[src/rtl/rpos_pkg.sv]
// Constants and types for the remappable pin output select block
`default_nettype none

package rpos_pkg;

  // ****************************************
  // Widths and counts
  // ****************************************
  localparam int REG_WIDTH  = 16;
  localparam int CODE_WIDTH = 6;
  localparam int ADDR_WIDTH = 4;
  localparam int NUM_REGS   = 4;
  localparam int NUM_PINS   = 8;
  localparam int FUNC_COUNT = 64;
  localparam int FIRST_PIN  = 32;

  // ****************************************
  // Field layout of one output-select register
  // ****************************************
  localparam int LO_CODE_LSB = 0;
  localparam int HI_CODE_LSB = 8;
  localparam int LO_GAP_BITS = HI_CODE_LSB - LO_CODE_LSB - CODE_WIDTH;
  localparam int HI_GAP_BITS = REG_WIDTH - HI_CODE_LSB - CODE_WIDTH;

  // ****************************************
  // Reset values and special codes
  // ****************************************
  localparam logic [CODE_WIDTH-1:0] CODE_RESET      = 6'h00;
  localparam logic [CODE_WIDTH-1:0] CODE_UNASSIGNED = 6'h00;
  localparam logic [REG_WIDTH-1:0]  READ_IDLE       = 16'h0000;

  // ****************************************
  // Register offsets (word index on the register port)
  // ****************************************
  localparam logic [ADDR_WIDTH-1:0] OFS_SEL_PINS_32_33 = 4'h0;
  localparam logic [ADDR_WIDTH-1:0] OFS_SEL_PINS_34_35 = 4'h1;
  localparam logic [ADDR_WIDTH-1:0] OFS_SEL_PINS_36_37 = 4'h2;
  localparam logic [ADDR_WIDTH-1:0] OFS_SEL_PINS_38_39 = 4'h3;
  localparam logic [ADDR_WIDTH-1:0] OFS_PIN_STATUS     = 4'h4;
  localparam logic [ADDR_WIDTH-1:0] SEL_OFFSET [NUM_REGS] = '{
    OFS_SEL_PINS_32_33, OFS_SEL_PINS_34_35, OFS_SEL_PINS_36_37, OFS_SEL_PINS_38_39
  };

  // ****************************************
  // Carriers
  // ****************************************
  typedef struct packed {
    logic [CODE_WIDTH-1:0] hi_code;
    logic [CODE_WIDTH-1:0] lo_code;
  } rpos_pair_t;

  typedef struct packed {
    logic level;
    logic oe;
  } rpos_pin_t;

endpackage

`default_nettype wire

[src/rtl/rpos_top.sv]
// Output side of the peripheral-to-pin remapping matrix for pins 32 to 39
//
// Behaviour
// - Low code field of first register selects function driving pin 32.
// - High code field of second register selects function driving pin 35.
// - Low code field of second register selects function driving pin 34.
// - High code field of third register selects function driving pin 37.
// - Low code field of third register selects function driving pin 36.
// - High code field of fourth register selects function driving pin 39.
// - Low code field of fourth register selects function driving pin 38.
// - Bits 15 and 14 ignore writes and read zero.
// - Bits 7 and 6 ignore writes and read zero.
//
// Design decisions made here: the strobed register port and the register addresses.
`default_nettype none

module rpos_top
  import rpos_pkg::*;
#(
  parameter int FUNCS = FUNC_COUNT
) (
  // Clock and reset
  input  wire logic                  sys_clk,
  input  wire logic                  rst,
  // Register port
  input  wire logic [ADDR_WIDTH-1:0] reg_addr,
  input  wire logic [REG_WIDTH-1:0]  reg_wdata,
  input  wire logic                  reg_wr,
  input  wire logic                  reg_rd,
  output logic      [REG_WIDTH-1:0]  reg_rdata,
  // Peripheral output functions
  input  wire logic [FUNCS-1:0]      periph_out,
  // Remappable pin levels
  output logic                       remappable_pin_32,
  output logic                       remappable_pin_33,
  output logic                       remappable_pin_34,
  output logic                       remappable_pin_35,
  output logic                       remappable_pin_36,
  output logic                       remappable_pin_37,
  output logic                       remappable_pin_38,
  output logic                       remappable_pin_39,
  // Remappable pin output enables
  output logic                       remappable_pin_32_oe,
  output logic                       remappable_pin_33_oe,
  output logic                       remappable_pin_34_oe,
  output logic                       remappable_pin_35_oe,
  output logic                       remappable_pin_36_oe,
  output logic                       remappable_pin_37_oe,
  output logic                       remappable_pin_38_oe,
  output logic                       remappable_pin_39_oe,
  // Current function codes
  output logic      [CODE_WIDTH-1:0] pin32_function_code,
  output logic      [CODE_WIDTH-1:0] pin33_function_code,
  output logic      [CODE_WIDTH-1:0] pin34_function_code,
  output logic      [CODE_WIDTH-1:0] pin35_function_code,
  output logic      [CODE_WIDTH-1:0] pin36_function_code,
  output logic      [CODE_WIDTH-1:0] pin37_function_code,
  output logic      [CODE_WIDTH-1:0] pin38_function_code,
  output logic      [CODE_WIDTH-1:0] pin39_function_code
);

  // ****************************************
  // Register file
  // ****************************************
  rpos_pair_t                 pair       [NUM_REGS];
  logic       [REG_WIDTH-1:0] sel_rdata  [NUM_REGS];
  logic       [REG_WIDTH-1:0] sel_masked [NUM_REGS];
  logic       [REG_WIDTH-1:0] sel_acc    [NUM_REGS+1];
  logic       [NUM_REGS-1:0]  sel_hit;

  assign sel_acc[0] = READ_IDLE;

  genvar gi;
  generate
    for (gi = 0; gi < NUM_REGS; gi++) begin : g_reg
      assign sel_hit[gi] = (reg_addr == SEL_OFFSET[gi]);

      rpos_select_reg u_reg (
        .sys_clk (sys_clk),
        .rst     (rst),
        .wr_en   (reg_wr && sel_hit[gi]),
        .wdata   (reg_wdata),
        .pair    (pair[gi]),
        .rdata   (sel_rdata[gi])
      );

      assign sel_masked[gi]  = sel_hit[gi] ? sel_rdata[gi] : READ_IDLE;
      assign sel_acc[gi + 1] = sel_acc[gi] | sel_masked[gi];
    end
  endgenerate

  // ****************************************
  // Code to pin mapping
  // ****************************************
  logic [CODE_WIDTH-1:0] pin_code [NUM_PINS];

  assign pin_code[0] = pair[0].lo_code;
  assign pin_code[1] = pair[0].hi_code;
  assign pin_code[2] = pair[1].lo_code;
  assign pin_code[3] = pair[1].hi_code;
  assign pin_code[4] = pair[2].lo_code;
  assign pin_code[5] = pair[2].hi_code;
  assign pin_code[6] = pair[3].lo_code;
  assign pin_code[7] = pair[3].hi_code;

  assign pin32_function_code = pin_code[0];
  assign pin33_function_code = pin_code[1];
  assign pin34_function_code = pin_code[2];
  assign pin35_function_code = pin_code[3];
  assign pin36_function_code = pin_code[4];
  assign pin37_function_code = pin_code[5];
  assign pin38_function_code = pin_code[6];
  assign pin39_function_code = pin_code[7];

  // ****************************************
  // Pin drivers
  // ****************************************
  rpos_pin_t             pin    [NUM_PINS];
  logic [NUM_PINS-1:0]   pin_oe;

  generate
    for (gi = 0; gi < NUM_PINS; gi++) begin : g_pin
      rpos_pin_driver #(
        .FUNCS (FUNCS)
      ) u_drv (
        .sys_clk    (sys_clk),
        .rst        (rst),
        .code       (pin_code[gi]),
        .periph_out (periph_out),
        .pin        (pin[gi])
      );
      assign pin_oe[gi] = pin[gi].oe;
    end
  endgenerate

  assign remappable_pin_32    = pin[0].level;
  assign remappable_pin_33    = pin[1].level;
  assign remappable_pin_34    = pin[2].level;
  assign remappable_pin_35    = pin[3].level;
  assign remappable_pin_36    = pin[4].level;
  assign remappable_pin_37    = pin[5].level;
  assign remappable_pin_38    = pin[6].level;
  assign remappable_pin_39    = pin[7].level;
  assign remappable_pin_32_oe = pin[0].oe;
  assign remappable_pin_33_oe = pin[1].oe;
  assign remappable_pin_34_oe = pin[2].oe;
  assign remappable_pin_35_oe = pin[3].oe;
  assign remappable_pin_36_oe = pin[4].oe;
  assign remappable_pin_37_oe = pin[5].oe;
  assign remappable_pin_38_oe = pin[6].oe;
  assign remappable_pin_39_oe = pin[7].oe;

  // ****************************************
  // Read port
  // ****************************************
  logic                 status_hit;
  logic [REG_WIDTH-1:0] status_word;
  logic [REG_WIDTH-1:0] read_mux;
  logic [REG_WIDTH-1:0] next_rdata;

  // Status shows which pins are currently driven
  assign status_hit  = (reg_addr == OFS_PIN_STATUS);
  assign status_word = {{(REG_WIDTH-NUM_PINS){1'b0}}, pin_oe};
  assign read_mux    = sel_acc[NUM_REGS] | (status_hit ? status_word : READ_IDLE);
  // Data only in the cycle after the read strobe; unmapped reads zero
  assign next_rdata  = reg_rd ? read_mux : READ_IDLE;

  always_ff @(posedge sys_clk or posedge rst) begin
    if (rst) begin
      reg_rdata <= READ_IDLE;
    end else begin
      reg_rdata <= next_rdata;
    end
  end

endmodule

`default_nettype wire

[src/rtl/rpos_select_reg.sv]
// One output-select register holding two pin function codes
`default_nettype none

module rpos_select_reg
  import rpos_pkg::*;
(
  // Clock and reset
  input  wire logic                 sys_clk,
  input  wire logic                 rst,
  // Write side
  input  wire logic                 wr_en,
  input  wire logic [REG_WIDTH-1:0] wdata,
  // Stored state
  output var rpos_pair_t            pair,
  output logic      [REG_WIDTH-1:0] rdata
);

  rpos_pair_t next_pair;

  // Only the two code fields are taken; gap bits are dropped
  assign next_pair.hi_code = wr_en ? wdata[HI_CODE_LSB +: CODE_WIDTH] : pair.hi_code;
  assign next_pair.lo_code = wr_en ? wdata[LO_CODE_LSB +: CODE_WIDTH] : pair.lo_code;

  always_ff @(posedge sys_clk or posedge rst) begin
    if (rst) begin
      pair.hi_code <= CODE_RESET;
      pair.lo_code <= CODE_RESET;
    end else begin
      pair <= next_pair;
    end
  end

  // Unimplemented bits read as zero
  assign rdata = {{HI_GAP_BITS{1'b0}}, pair.hi_code,
                  {LO_GAP_BITS{1'b0}}, pair.lo_code};

endmodule

`default_nettype wire

[src/rtl/rpos_pin_driver.sv]
// Drives one remappable pin from the peripheral output chosen by its code
`default_nettype none

module rpos_pin_driver
  import rpos_pkg::*;
#(
  parameter int FUNCS = FUNC_COUNT
) (
  // Clock and reset
  input  wire logic                  sys_clk,
  input  wire logic                  rst,
  // Selection
  input  wire logic [CODE_WIDTH-1:0] code,
  input  wire logic [FUNCS-1:0]      periph_out,
  // Pin
  output var rpos_pin_t              pin
);

  logic      code_in_range;
  logic      assigned;
  logic      chosen;
  rpos_pin_t next_pin;

  assign code_in_range = 32'(code) < FUNCS;
  assign assigned      = (code != CODE_UNASSIGNED) && code_in_range;
  assign chosen        = code_in_range ? periph_out[code] : 1'b0;
  assign next_pin.oe    = assigned;
  assign next_pin.level = assigned ? chosen : 1'b0;

  always_ff @(posedge sys_clk or posedge rst) begin
    if (rst) begin
      pin <= '0;
    end else begin
      pin <= next_pin;
    end
  end

endmodule

`default_nettype wire

[config.mk]
export PLATFORM = sky130hd
export DESIGN_NAME = rpos_top
export DESIGN_NICKNAME = d
export VERILOG_FILES = /design/src/rtl/rpos_pkg.sv /design/src/rtl/rpos_top.sv /design/src/rtl/rpos_select_reg.sv /design/src/rtl/rpos_pin_driver.sv
export SDC_FILE = /design/constraint.sdc
export NUM_CORES = 1
export LEC_CHECK = 0
export ABC_AREA = 1
export CORE_AREA = 2 2 134 136
export CTS_CLUSTER_DIAMETER = 200
export DETAILED_ROUTE_END_ITERATION = 8
export DIE_AREA = 0 0 136 138
export DONT_BUFFER_PORTS = 1
export GPL_TIMING_DRIVEN = 0
export PLACE_DENSITY = 0.78
export SYNTH_ARGS = -nofsm -noshare
export SYNTH_HDL_FRONTEND = slang
export SYNTH_HIERARCHICAL = 1
export SYNTH_SLANG_ARGS = --single-unit
export TNS_END_PERCENT = 5
[constraint.sdc]
create_clock -name sys_clk -period 1.34 [get_ports sys_clk]
set_input_delay 0.201 -clock sys_clk [delete_from_list [all_inputs] [get_ports sys_clk]]
set_output_delay 0.201 -clock sys_clk [all_outputs]
set_load 0.05 [all_outputs]
## Word level (Yosys, flattened, before mapping)

Index checks and enable logic that the tools add are counted.

- Output and inout port bits: 80
- Bits in registers: 80
- Logic and storage cells: 84
- Bits of input ports: 88

- Mux-type cells: 30
- Magnitude comparators: 8
- Eq/ne operators: 4
- Reduce and logical (&&, ||, !) cells: 13
- Bitwise gates (word level): 4

Operator list:

| kind | count |
|---|---|
| two-way mux 14 bit | 5 |
| < comparator 6 x 7 -> 1 bit (second input constant) | 8 |
| binary-select mux 1 bit (select 6 bit) | 8 |
| nonzero test 6 bit | 8 |
| OR 14 bit | 3 |
| two-way mux 1 bit | 16 |
| OR 14 x 8 -> 14 bit | 1 |
| equality test 4 x 2 -> 1 bit (second input constant) | 2 |
| two-way mux 8 bit | 1 |
| equality test 4 x 1 -> 1 bit (second input constant) | 1 |
| equality test 4 x 3 -> 1 bit (second input constant) | 1 |
| logical AND 1 bit | 4 |
| logical NOT 4 bit | 1 |

## Longest topological paths before layout

Gate-level depths: netlist (run 1).

- Depth in word-level cells: 7
- Gate-level depth with buffers: 11
- Gate-level depth less buffers: 9

## Modules after synthesis

Netlist (run 1), hierarchy kept.

By module, submodules not included:

| module | instances | area an instance (µm²) | cells each | sequential area each (µm²) |
|---|---|---|---|---|
| rpos_pin_driver | 8 | 844.6 | 179 | 50.0 |
| rpos_select_reg | 4 | 585.6 | 69 | 300.3 |
| rpos_top | 1 | 1171.1 | 183 | 400.4 |

## Worst setup path after synthesis (run 1)

Ideal clock, no wire load.

- Path kind: register to register
- Start point: reg g_reg[0].u_reg/pair[0] (netlist name)
- End point: reg g_pin[0].u_drv/pin[1] (netlist name)
- Cell stages (with the launch flop): 12
- Buffers on the path: 2
- Library setup time: 0.122 ns
- Path slack: -0.308 ns
- Arrival time: 1.526 ns
- Data required time: 1.218 ns
- Clock period less this slack: 1.648 ns
- Cells stage by stage: dfrtp_1 -> buf_6 -> inv_4 -> buf_6 -> nand2_1 -> nand3_1 -> nand3_1 -> nand2_1 -> nor2_1 -> nand2_1 -> nand3_1 -> a21oi_1

==> flow_summary.yaml, run 1 <==
floorplan:
  core_region_area_um2: 17500
  floorplan.initialDensity: 0.586
  die_w_um: 136
  std_cell_rows: 49
  die-area_um2: 18800
  io_pins: 168
  die_h_um: 138
synth:
  synth-seq-cells: 80
  yosysTopAreaCellShare: 0.268
  ys.flop_type: "dfrtp_1"
  synth.area.top_cells: "nand2_1 (27%), dfrtp_1 (19%), nand3_1 (17%)"
  syn_inst: 1891
  async_flop_share: 1.00
  netlist-cell-type-count: 20
  synth_edf_count: 0
  ys_warn_count: 6
  synth.largest_area_cell: "nand2_1"
  synth_most_common_cell: "nand2_1"
  netlist_top_cells_count: "nand2_1 (732), nand3_1 (344), nor2_1 (244)"
  avgSynthCellArea_um2: 5.43
  synthesis.area_um2: 10300
  seq_area_frac_synth: 0.195
grt:
  grt_pass1_vias: 12000
  antenna_found_initial: 5
  grt_max_degree: 17
  grt_pass1_wl_mm: 73.3
  gr-total-overflow: 0
  grt_usage: 0.528
power:
  p_per_area_nw_per_um2: 1450
  share_seq_of_total_power: 0.342
  leakage_nw: 6.47
  swShare: 0.517
  clkPwrFrac: 0.154
  p_int_w: 0.00838
  switchingPower_w: 0.00898
  comb_power_share: 0.504
  vdd_drop_max_mv: 1.26
sta:
  period_needed_ns: 1.79
  clock.fmax_mhz: 557
  slew_headroom: 0.324
  tns_ns: -3.74
  period_share: 1.34
  drv_slew: 0
  fin_ws_ns: -0.454
  setup_violations: 12
  finClkSkew_ns: 0.00712
  rsz0062_at_grt: "true"
  hold_viol: 0
  tightest_slew_ns: 1.01
  whs_ns: 0.00553
routing:
  wirelength_mm: 51.0
  via_per_inst: 6.05
  drt_first_pass_iters: 7
  routedWlPerCell_um: 23.3
  drc: 0
  route.vias.total: 13300
  first_iter_violations: 2110
  ant_nets: 0
place:
  hpwl_mm: 33.1
  place_congestion: 1.06
  preCtsSetupSlack_ns: -0.671
  dp_cells: 2132
  io_buffers: 0
final_layout:
  drive_above_1_share: 0.180
  final_core_util: 0.683
  final_cell_count_no_fill: 2192
  fin_nets: 2041
  syn2layout_area_growth_pct: 16.6
outcome:
  failed_checks: "negative setup slack"
  status: "finished with violations"
critical_path:
  end_kind: "flop"
  worstSetupPathType: "flop to flop"
  worst-path-max-fanout: 7
  critPathRequiredTime_ns: 1.60
  cpPeakStageDelay_ns: 0.61
  cp_cell_sequence: "inv_1 > nor2_1 > a21boi_2 > nor2_1 > nand2_1 > nand3_2 > a21oi_4"
  cp_common_cell: "nor2_1"
  cp-start-kind: "flop"
  arrival_ns: 2.06
  cp_slowest_cell: "dfrtp_4"
clock_network:
  cts.sinks: 80
  cts-root-buf: "clkbuf_16"
  cts_tree: "built"
  numCtsBuffers: 9
  htreeDepth: 3
  path_clk_slew_ns: 0.06
  clockBufferDepth: 2
  clock_latency_ns: 0.35
job:
  maxCapViolCount: 0
min_path:
  holdCritPathClass: "primary input to flop"
## power groups by stage
stage                     Combinational [W]  Sequential (W)  Clock [W]
final                               0.00875         0.00594    0.00267
after global routing                0.00960         0.00592    0.00279
after CTS                           0.00776         0.00582    0.00269
after detailed placement            0.00731         0.00578          0
after global placement              0.00719         0.00579          0
after floorplan                     0.00595         0.00525          0
## layout by cell type (no fill, tap or decap), types with 3 or more instances in the layout
cell,count
a21boi_2,4
dfrtp_4,15
o21ai_0,47
dfrtp_2,33
buf_4,93
inv_1,183
clkbuf_1,5
buf_8,18
dlygate4sd3_1,13
dfrtp_1,32
nand2_2,14
o21ai_1,17
nand4_1,8
buf_12,3
nand2_1,718
nor2_4,5
conb_1,16
nand3_1,320
buf_2,5
nor2_2,16
a21oi_1,14
inv_4,12
a21oi_2,16
buf_6,60
clkbuf_16,15
a21boi_1,4
diode_2,6
nor2_1,227
nand3_2,24
inv_2,7
## final timing paths
path | start | endpoint | slack [ns] | cells after the start
min in group asynchronous | rst | g_pin[6].u_drv/pin[1]$_DFF_PP0_ | 0.65 | 2
max reg2reg | g_reg[2].u_reg/pair[2]$_DFFE_PP0P_ | g_pin[4].u_drv/pin[1]$_DFF_PP0_ | -0.45 | 7
max in group asynchronous | rst | g_reg[2].u_reg/pair[1]$_DFFE_PP0P_ | 0.10 | 2
min reg2reg | g_reg[3].u_reg/pair[0]$_DFFE_PP0P_ | g_reg[3].u_reg/pair[0]$_DFFE_PP0P_ | 0.72 | 2
min | reg_wdata[13] | g_reg[0].u_reg/pair[11]$_DFFE_PP0P_ | 0.006 | 2
max | g_reg[2].u_reg/pair[2]$_DFFE_PP0P_ | g_pin[4].u_drv/pin[1]$_DFF_PP0_ | -0.45 | 7
## worst max-delay path: cells and delay by family (launching register included)
family / cells / cell delay, ns
simple gates: 4 / 0.52
buf+inv: 1 / 0.18
flops: 1 / 0.61
compound gates: 2 / 0.40
## sequential cells by signal (all words and copies together), names as in the netlist
signal	count
g_pin.u_drv/pin	16
g.u_reg/pair	48
reg_rdata	16
## metrics by stage
stage,power [W],instance area [um^2]
2_1_floorplan,0.0112,10400
5_1_grt,0.0183,12000
3_3_place_gp,0.0130,10700
6_report,0.0174,12000
3_5_place_dp,0.0131,10700
4_1_cts,0.0163,11400
## cell families (layout without fill, tap and decap cells)
group | after synthesis | after routing | share of synthesized area
AO/OA/AOI/OAI | 104 | 104 | 0.0526
buffers and inverters | 370 | 424 | 0.218
flip-flops | 80 | 80 | 0.195
other | 4 | 22 | 0.00146
AND/OR/NAND/NOR | 1333 | 1333 | 0.533
## per-layer routing
metal,vias to the layer above,part of all wire,global-route usage
met5,-,0.0020,0
met4,5,0.080,0.309
met3,318,0.18,0.273
met2,1168,0.39,0.716
met1,5842,0.35,0.663
li1,5926,-,-
## repair_timing
item / in CTS / in global routing
hold buffers: 13 / 0
gates resized for setup: 72 / 108
endpoints found under the setup margin: 36 / 69
pin swaps: 7 / 41
gates cloned: 2 / 7
setup buffers: 7 / 10
hold endpoints to repair: 125 / 0
## cell type report
type	instances	area, um^2
antenna	6	15.0
multi-input combinational	1453	6390
fill	1632	5560
tap	229	287
sequential	80	2100
timing repair buffer	39	427
buffer	163	1600
clock buffer	10	229
clock inverter	5	82.6
inverter	207	848
Note: power is estimated with default switching activity, not from simulation.
==> run 2: changes to the inputs <==
--- a/config.mk
+++ b/config.mk
@@ -6,13 +6,15 @@
 export NUM_CORES = 1
 export LEC_CHECK = 0
 export ABC_AREA = 1
-export CORE_AREA = 2 2 134 136
+export CELL_PAD_IN_SITES_DETAIL_PLACEMENT = 1
+export CELL_PAD_IN_SITES_GLOBAL_PLACEMENT = 1
+export CORE_AREA = 2 2 164 166
 export CTS_CLUSTER_DIAMETER = 200
 export DETAILED_ROUTE_END_ITERATION = 8
-export DIE_AREA = 0 0 136 138
+export DIE_AREA = 0 0 166 168
 export DONT_BUFFER_PORTS = 1
 export GPL_TIMING_DRIVEN = 0
-export PLACE_DENSITY = 0.78
+export PLACE_DENSITY_LB_ADDON = 0.1
 export SYNTH_ARGS = -nofsm -noshare
 export SYNTH_HDL_FRONTEND = slang
 export SYNTH_HIERARCHICAL = 1
==> flow_summary.yaml, run 2 (synthesized netlist as in run 1, its figures left out) <==
final_layout:
  layout_commonest_cell: "nand2_1"
  final_cell_mix: "nand2_1 (725), nand3_1 (319), nor2_1 (220)"
  fin_nets: 2033
  drive_above_1_share: 0.174
  final_cell_count_no_fill: 2292
  fillers: 3703
  top_register: "g.u_reg/pair"
  seq_area_um2: 2110
  largest_reg_flops: 48
  reg.largest.list: "g.u_reg/pair x48, g_pin.u_drv/pin x16, reg_rdata x16"
  syn2layout_area_growth_pct: 17.3
  multi_input_area_um2: 6380
floorplan:
  die_h_um: 168
  core_region_area_um2: 26400
  die_w_um: 166
  std_cell_rows: 60
  die-area_um2: 27900
  floorplan.initialDensity: 0.390
  io_pins: 168
critical_path:
  r2r_start: "g_reg[2].u_reg/pair[0]$_DFFE_PP0P_"
  r2r-end: "g_pin[4].u_drv/pin[1]$_DFF_PP0_"
  r2r_slack_ns: -0.54
  worstSetupPathType: "flop to flop"
  crit_start: "g_reg[2].u_reg/pair[0]$_DFFE_PP0P_"
  ff2ff_path_depth: 11
  end_kind: "flop"
  arrival_ns: 2.14
  cp_slowest_cell: "dfrtp_4"
  cpPeakStageDelay_ns: 0.62
  endpoint: "g_pin[4].u_drv/pin[1]$_DFF_PP0_"
  cp_cell_sequence: "buf_12 > clkinv_8 > buf_8 > nand2_1 > nand2_1 > nand2_1 > a21oi_1 > nor2_1 > nand2_2 > nand3_2 > a21oi_4"
  critPathRequiredTime_ns: 1.60
  worst-path-max-fanout: 8
  cp-start-kind: "flop"
  cp_common_cell: "nand2_1"
power:
  p_total_w: 0.0176
  p_int_w: 0.00821
  switchingPower_w: 0.00939
  vdd_drop_max_mv: 1.25
  p_per_area_nw_per_um2: 1460
  comb_power_share: 0.506
  share_seq_of_total_power: 0.342
  swShare: 0.534
  leakage_nw: 6.47
  clkPwrFrac: 0.152
place:
  dp_cells: 2244
  place_congestion: 0.958
  hpwl_mm: 40.3
  io_buffers: 0
sta:
  slew_headroom: 0.473
  clock.fmax_mhz: 532
  fin_ws_ns: -0.541
  period_needed_ns: 1.88
  finClkSkew_ns: 0.0129
  drv_slew: 0
  tns_ns: -4.33
  hold_viol: 0
  rsz0062_at_grt: "true"
  period_share: 1.40
  tightest_slew_ns: 0.783
  setup_violations: 18
  whs_ns: 0.0777
clock_network:
  cts_tree: "built"
  cts.sinks: 80
  clockBufferDepth: 2
  numCtsBuffers: 9
  clock_latency_ns: 0.35
  path_clk_slew_ns: 0.07
  htreeDepth: 3
  cts-root-buf: "clkbuf_16"
outcome:
  failed_checks: "negative setup slack"
  status: "finished with violations"
routing:
  first_iter_violations: 1385
  via_per_inst: 5.84
  routedWlPerCell_um: 25.9
  route.vias.total: 13400
  drt_first_pass_iters: 5
  wirelength_mm: 59.4
  ant_nets: 0
  drc: 0
grt:
  gr-total-overflow: 0
  antenna_found_initial: 0
  grt_max_degree: 17
  grt_usage: 0.410
  grt_pass1_wl_mm: 84.5
  grt_pass1_vias: 12900
min_path:
  holdCritPathClass: "primary input to flop"
job:
  maxCapViolCount: 0
-- run 2: stage by stage --
| step | utilization | setup WS (ns) | cell area [um^2] |
|---|---|---|---|
| floorplan | - | -0.136 | 10400 |
| finish | 0.457 | -0.541 | 12000 |
| global placement | 0.410 | -0.787 | 10800 |
| CTS | 0.435 | -0.536 | 11500 |
| global route | 0.457 | -0.574 | 12000 |
| detailed placement | 0.410 | -0.781 | 10800 |
-- run 2: worst min-delay path by stage --
stage                     start                                  to  cells after the start
finish              reg_addr[2]  g_reg[3].u_reg/pair[7]$_DFFE_PP0P_                      3
global route        reg_addr[2]  g_reg[3].u_reg/pair[7]$_DFFE_PP0P_                      3
CTS                 reg_addr[2]  g_reg[3].u_reg/pair[7]$_DFFE_PP0P_                      3
detailed placement          rst     g_pin[2].u_drv/pin[0]$_DFF_PP0_                      1
global placement            rst     g_pin[6].u_drv/pin[0]$_DFF_PP0_                      1
floorplan                   rst     g_pin[0].u_drv/pin[0]$_DFF_PP0_                      1
-- run 2: routing by layer --
| layer | share of wire | GRT usage |
|---|---|---|
| met5 | 0 | 0.00348 |
| met4 | 0.061 | 0.208 |
| met3 | 0.12 | 0.107 |
| met2 | 0.41 | 0.615 |
| met1 | 0.40 | 0.543 |
-- run 2: area by class of cell --
class                           count  share of cell area
Clock buffer                        9              0.0187
Antenna cell                        1            0.000208
Sequential cell                    80               0.175
Inverter                          207              0.0691
Timing Repair Buffer               32              0.0317
Tap cell                          341              0.0354
Multi-Input combinational cell   1453               0.530
Clock inverter                      7             0.00727
Buffer                            162               0.133
-- run 2: power groups by stage --
stage / Sequential (W) / Clock [W] / Combinational [W]
floorplan: 0.00525 / 0 / 0.00595
global placement: 0.00587 / 0 / 0.00745
detailed placement: 0.00587 / 0 / 0.00766
CTS: 0.00592 / 0.00270 / 0.00800
global route: 0.00602 / 0.00280 / 0.00975
finish: 0.00601 / 0.00268 / 0.00891
-- run 2: critical path: cells and delay by family (launching register included) --
kind | cells | cell delay (ns)
compound gates | 2 | 0.35
buf+inv | 3 | 0.41
flops | 1 | 0.62
simple gates | 6 | 0.41
-- run 2: what timing repair did --
item                                   in CTS  in global routing
cloned                                      0                  5
buffers inserted                            2                 12
pin swaps                                   6                 30
gates resized for setup                    79                103
hold buffers                               13                  0
endpoints found under the hold margin     128                  0
setup endpoints to repair                  39                 60
==> run 3: changes to the inputs <==
==> constraint.sdc (replaced) <==
create_clock -name sys_clk -period 1.34 [get_ports sys_clk]
set_input_delay 0 -clock sys_clk [delete_from_list [all_inputs] [get_ports sys_clk]]
set_output_delay 0 -clock sys_clk [all_outputs]
set_load 0.05 [all_outputs]
==> flow_summary.yaml, run 3 (synthesized netlist as in run 1, its figures left out) <==
critical_path:
  r2r_start: "g_reg[2].u_reg/pair[0]$_DFFE_PP0P_"
  cp-start-kind: "flop"
  worstSetupPathType: "flop to flop"
  arrival_ns: 2.15
  cp_cell_sequence: "buf_12 > buf_4 > nor2_1 > nor2_1 > o21ai_0 > a21oi_1 > nor2_1 > nand2_2 > nand3_2 > a21oi_4"
  cp_common_cell: "nor2_1"
  r2r_slack_ns: -0.55
  endpoint: "g_pin[4].u_drv/pin[1]$_DFF_PP0_"
  cpPeakStageDelay_ns: 0.61
  worst-path-max-fanout: 8
  cp_slowest_cell: "dfrtp_4"
  critPathRequiredTime_ns: 1.60
  crit_start: "g_reg[2].u_reg/pair[0]$_DFFE_PP0P_"
  end_kind: "flop"
  ff2ff_path_depth: 10
  r2r-end: "g_pin[4].u_drv/pin[1]$_DFF_PP0_"
outcome:
  failed_checks: "negative setup slack"
  status: "finished with violations"
final_layout:
  top_register: "g.u_reg/pair"
  fillers: 3717
  final_cell_mix: "nand2_1 (728), nand3_1 (321), nor2_1 (227)"
  drive_above_1_share: 0.168
  layout_commonest_cell: "nand2_1"
  syn2layout_area_growth_pct: 16.9
  fin_nets: 2035
  reg.largest.list: "g.u_reg/pair x48, g_pin.u_drv/pin x16, reg_rdata x16"
  largest_reg_flops: 48
sta:
  rsz0062_at_grt: "true"
  drv_slew: 0
  clock.fmax_mhz: 528
  tightest_slew_ns: 0.710
  period_needed_ns: 1.89
  whs_ns: 0.00547
  finClkSkew_ns: 0.0121
  fin_ws_ns: -0.553
  slew_headroom: 0.525
  hold_viol: 0
  period_share: 1.41
  setup_violations: 16
job:
  maxCapViolCount: 0
floorplan:
  die_h_um: 168
  die_w_um: 166
  std_cell_rows: 60
  die-area_um2: 27900
  core_region_area_um2: 26400
  io_pins: 168
  floorplan.initialDensity: 0.390
routing:
  routedWlPerCell_um: 25.9
  drc: 0
  drt_first_pass_iters: 5
  ant_nets: 0
  via_per_inst: 5.86
  route.vias.total: 13400
  first_iter_violations: 1340
  wirelength_mm: 59.5
power:
  switchingPower_w: 0.00934
  leakage_nw: 6.46
  vdd_drop_max_mv: 1.25
  p_per_area_nw_per_um2: 1460
  comb_power_share: 0.503
  p_int_w: 0.00815
  clkPwrFrac: 0.153
  share_seq_of_total_power: 0.344
  p_total_w: 0.0175
  swShare: 0.534
place:
  hpwl_mm: 40.3
  io_buffers: 0
  preCtsSetupSlack_ns: -0.781
  place_congestion: 0.958
clock_network:
  htreeDepth: 3
  cts-root-buf: "clkbuf_16"
  clock_latency_ns: 0.35
  numCtsBuffers: 9
  clockBufferDepth: 2
  cts.sinks: 80
  path_clk_slew_ns: 0.07
  cts_tree: "built"
grt:
  grt_pass1_vias: 13000
  grt_use_met2: 0.617
  gr-usage-met3: 0.110
  grt-busiest-layer: "met2"
  grt_pass1_wl_mm: 84.8
  gr-total-overflow: 0
  grt_max_degree: 17
  antenna_found_initial: 0
  grt_usage: 0.411
  grtUsageMet1: 0.543
min_path:
  hold_start: "reg_addr[3]"
  holdCritPathClass: "primary input to flop"
[run 3: what timing repair did]
item                                    in CTS  in global routing
resized for setup                           79                 86
endpoints found under the hold margin      133                  0
hold buffers                                17                  0
endpoints found under the setup margin      21                 37
setup buffers                                2                 11
pin swaps                                    6                 25
gates cloned                                 0                  4
[run 3: metal layers]
layer / wire length [um] / part of all wire
met4: 3870 / 0.065
met2: 24600 / 0.41
met5: 0 / 0
met3: 6940 / 0.12
met1: 24100 / 0.40
[run 3: how the worst min path moves through the flow]
stage | endpoint | slack (ns) | cells past startpoint
after floorplan | g_pin[0].u_drv/pin[0]$_DFF_PP0_ | -0.26 | 1
after global placement | g_pin[6].u_drv/pin[0]$_DFF_PP0_ | -0.25 | 1
after detailed placement | g_pin[2].u_drv/pin[0]$_DFF_PP0_ | -0.25 | 1
after CTS | g_reg[3].u_reg/pair[4]$_DFFE_PP0P_ | 0.02 | 4
after global routing | g_reg[3].u_reg/pair[5]$_DFFE_PP0P_ | 0.03 | 4
final | g_reg[3].u_reg/pair[6]$_DFFE_PP0P_ | 0.005 | 4
[run 3: metrics by stage]
step | setup TNS [ns] | std cells | cell area, um^2 | utilization
final | -4.34 | 2294 | 12000 | 0.455
after CTS | -4.13 | 2279 | 11500 | 0.437
after global placement | -7.65 | 2244 | 10800 | 0.410
after floorplan | -1.09 | 1903 | 10400 | -
after detailed placement | -9.49 | 2244 | 10800 | 0.410
after global routing | -5.20 | 2293 | 12000 | 0.455
[run 3: power by group through the flow]
stage	clock network [W]	logic [W]	registers, W
detailed placement	0	0.00766	0.00587
CTS	0.00270	0.00801	0.00592
global route	0.00280	0.00965	0.00603
finish	0.00268	0.00879	0.00601
floorplan	0	0.00595	0.00525
global placement	0	0.00745	0.00587
[run 3: cell type report]
class	instances	area, um^2	area share
Clock inverter	7	87.6	0.00730
Sequential cell	80	2110	0.176
Multi-Input combinational cell	1453	6340	0.529
Buffer	162	1590	0.133
Antenna cell	1	2.50	0.000209
Inverter	207	830	0.0691
Clock buffer	9	225	0.0188
Timing Repair Buffer	34	382	0.0318
Tap cell	341	427	0.0356
[run 3: critical path: cells and delay by family, from the launching register on]
family	cells	cell delay, ns
AND/OR/NAND/NOR	5	0.40
flip-flops	1	0.61
AO/OA/AOI/OAI	3	0.49
buffers and inverters	2	0.31
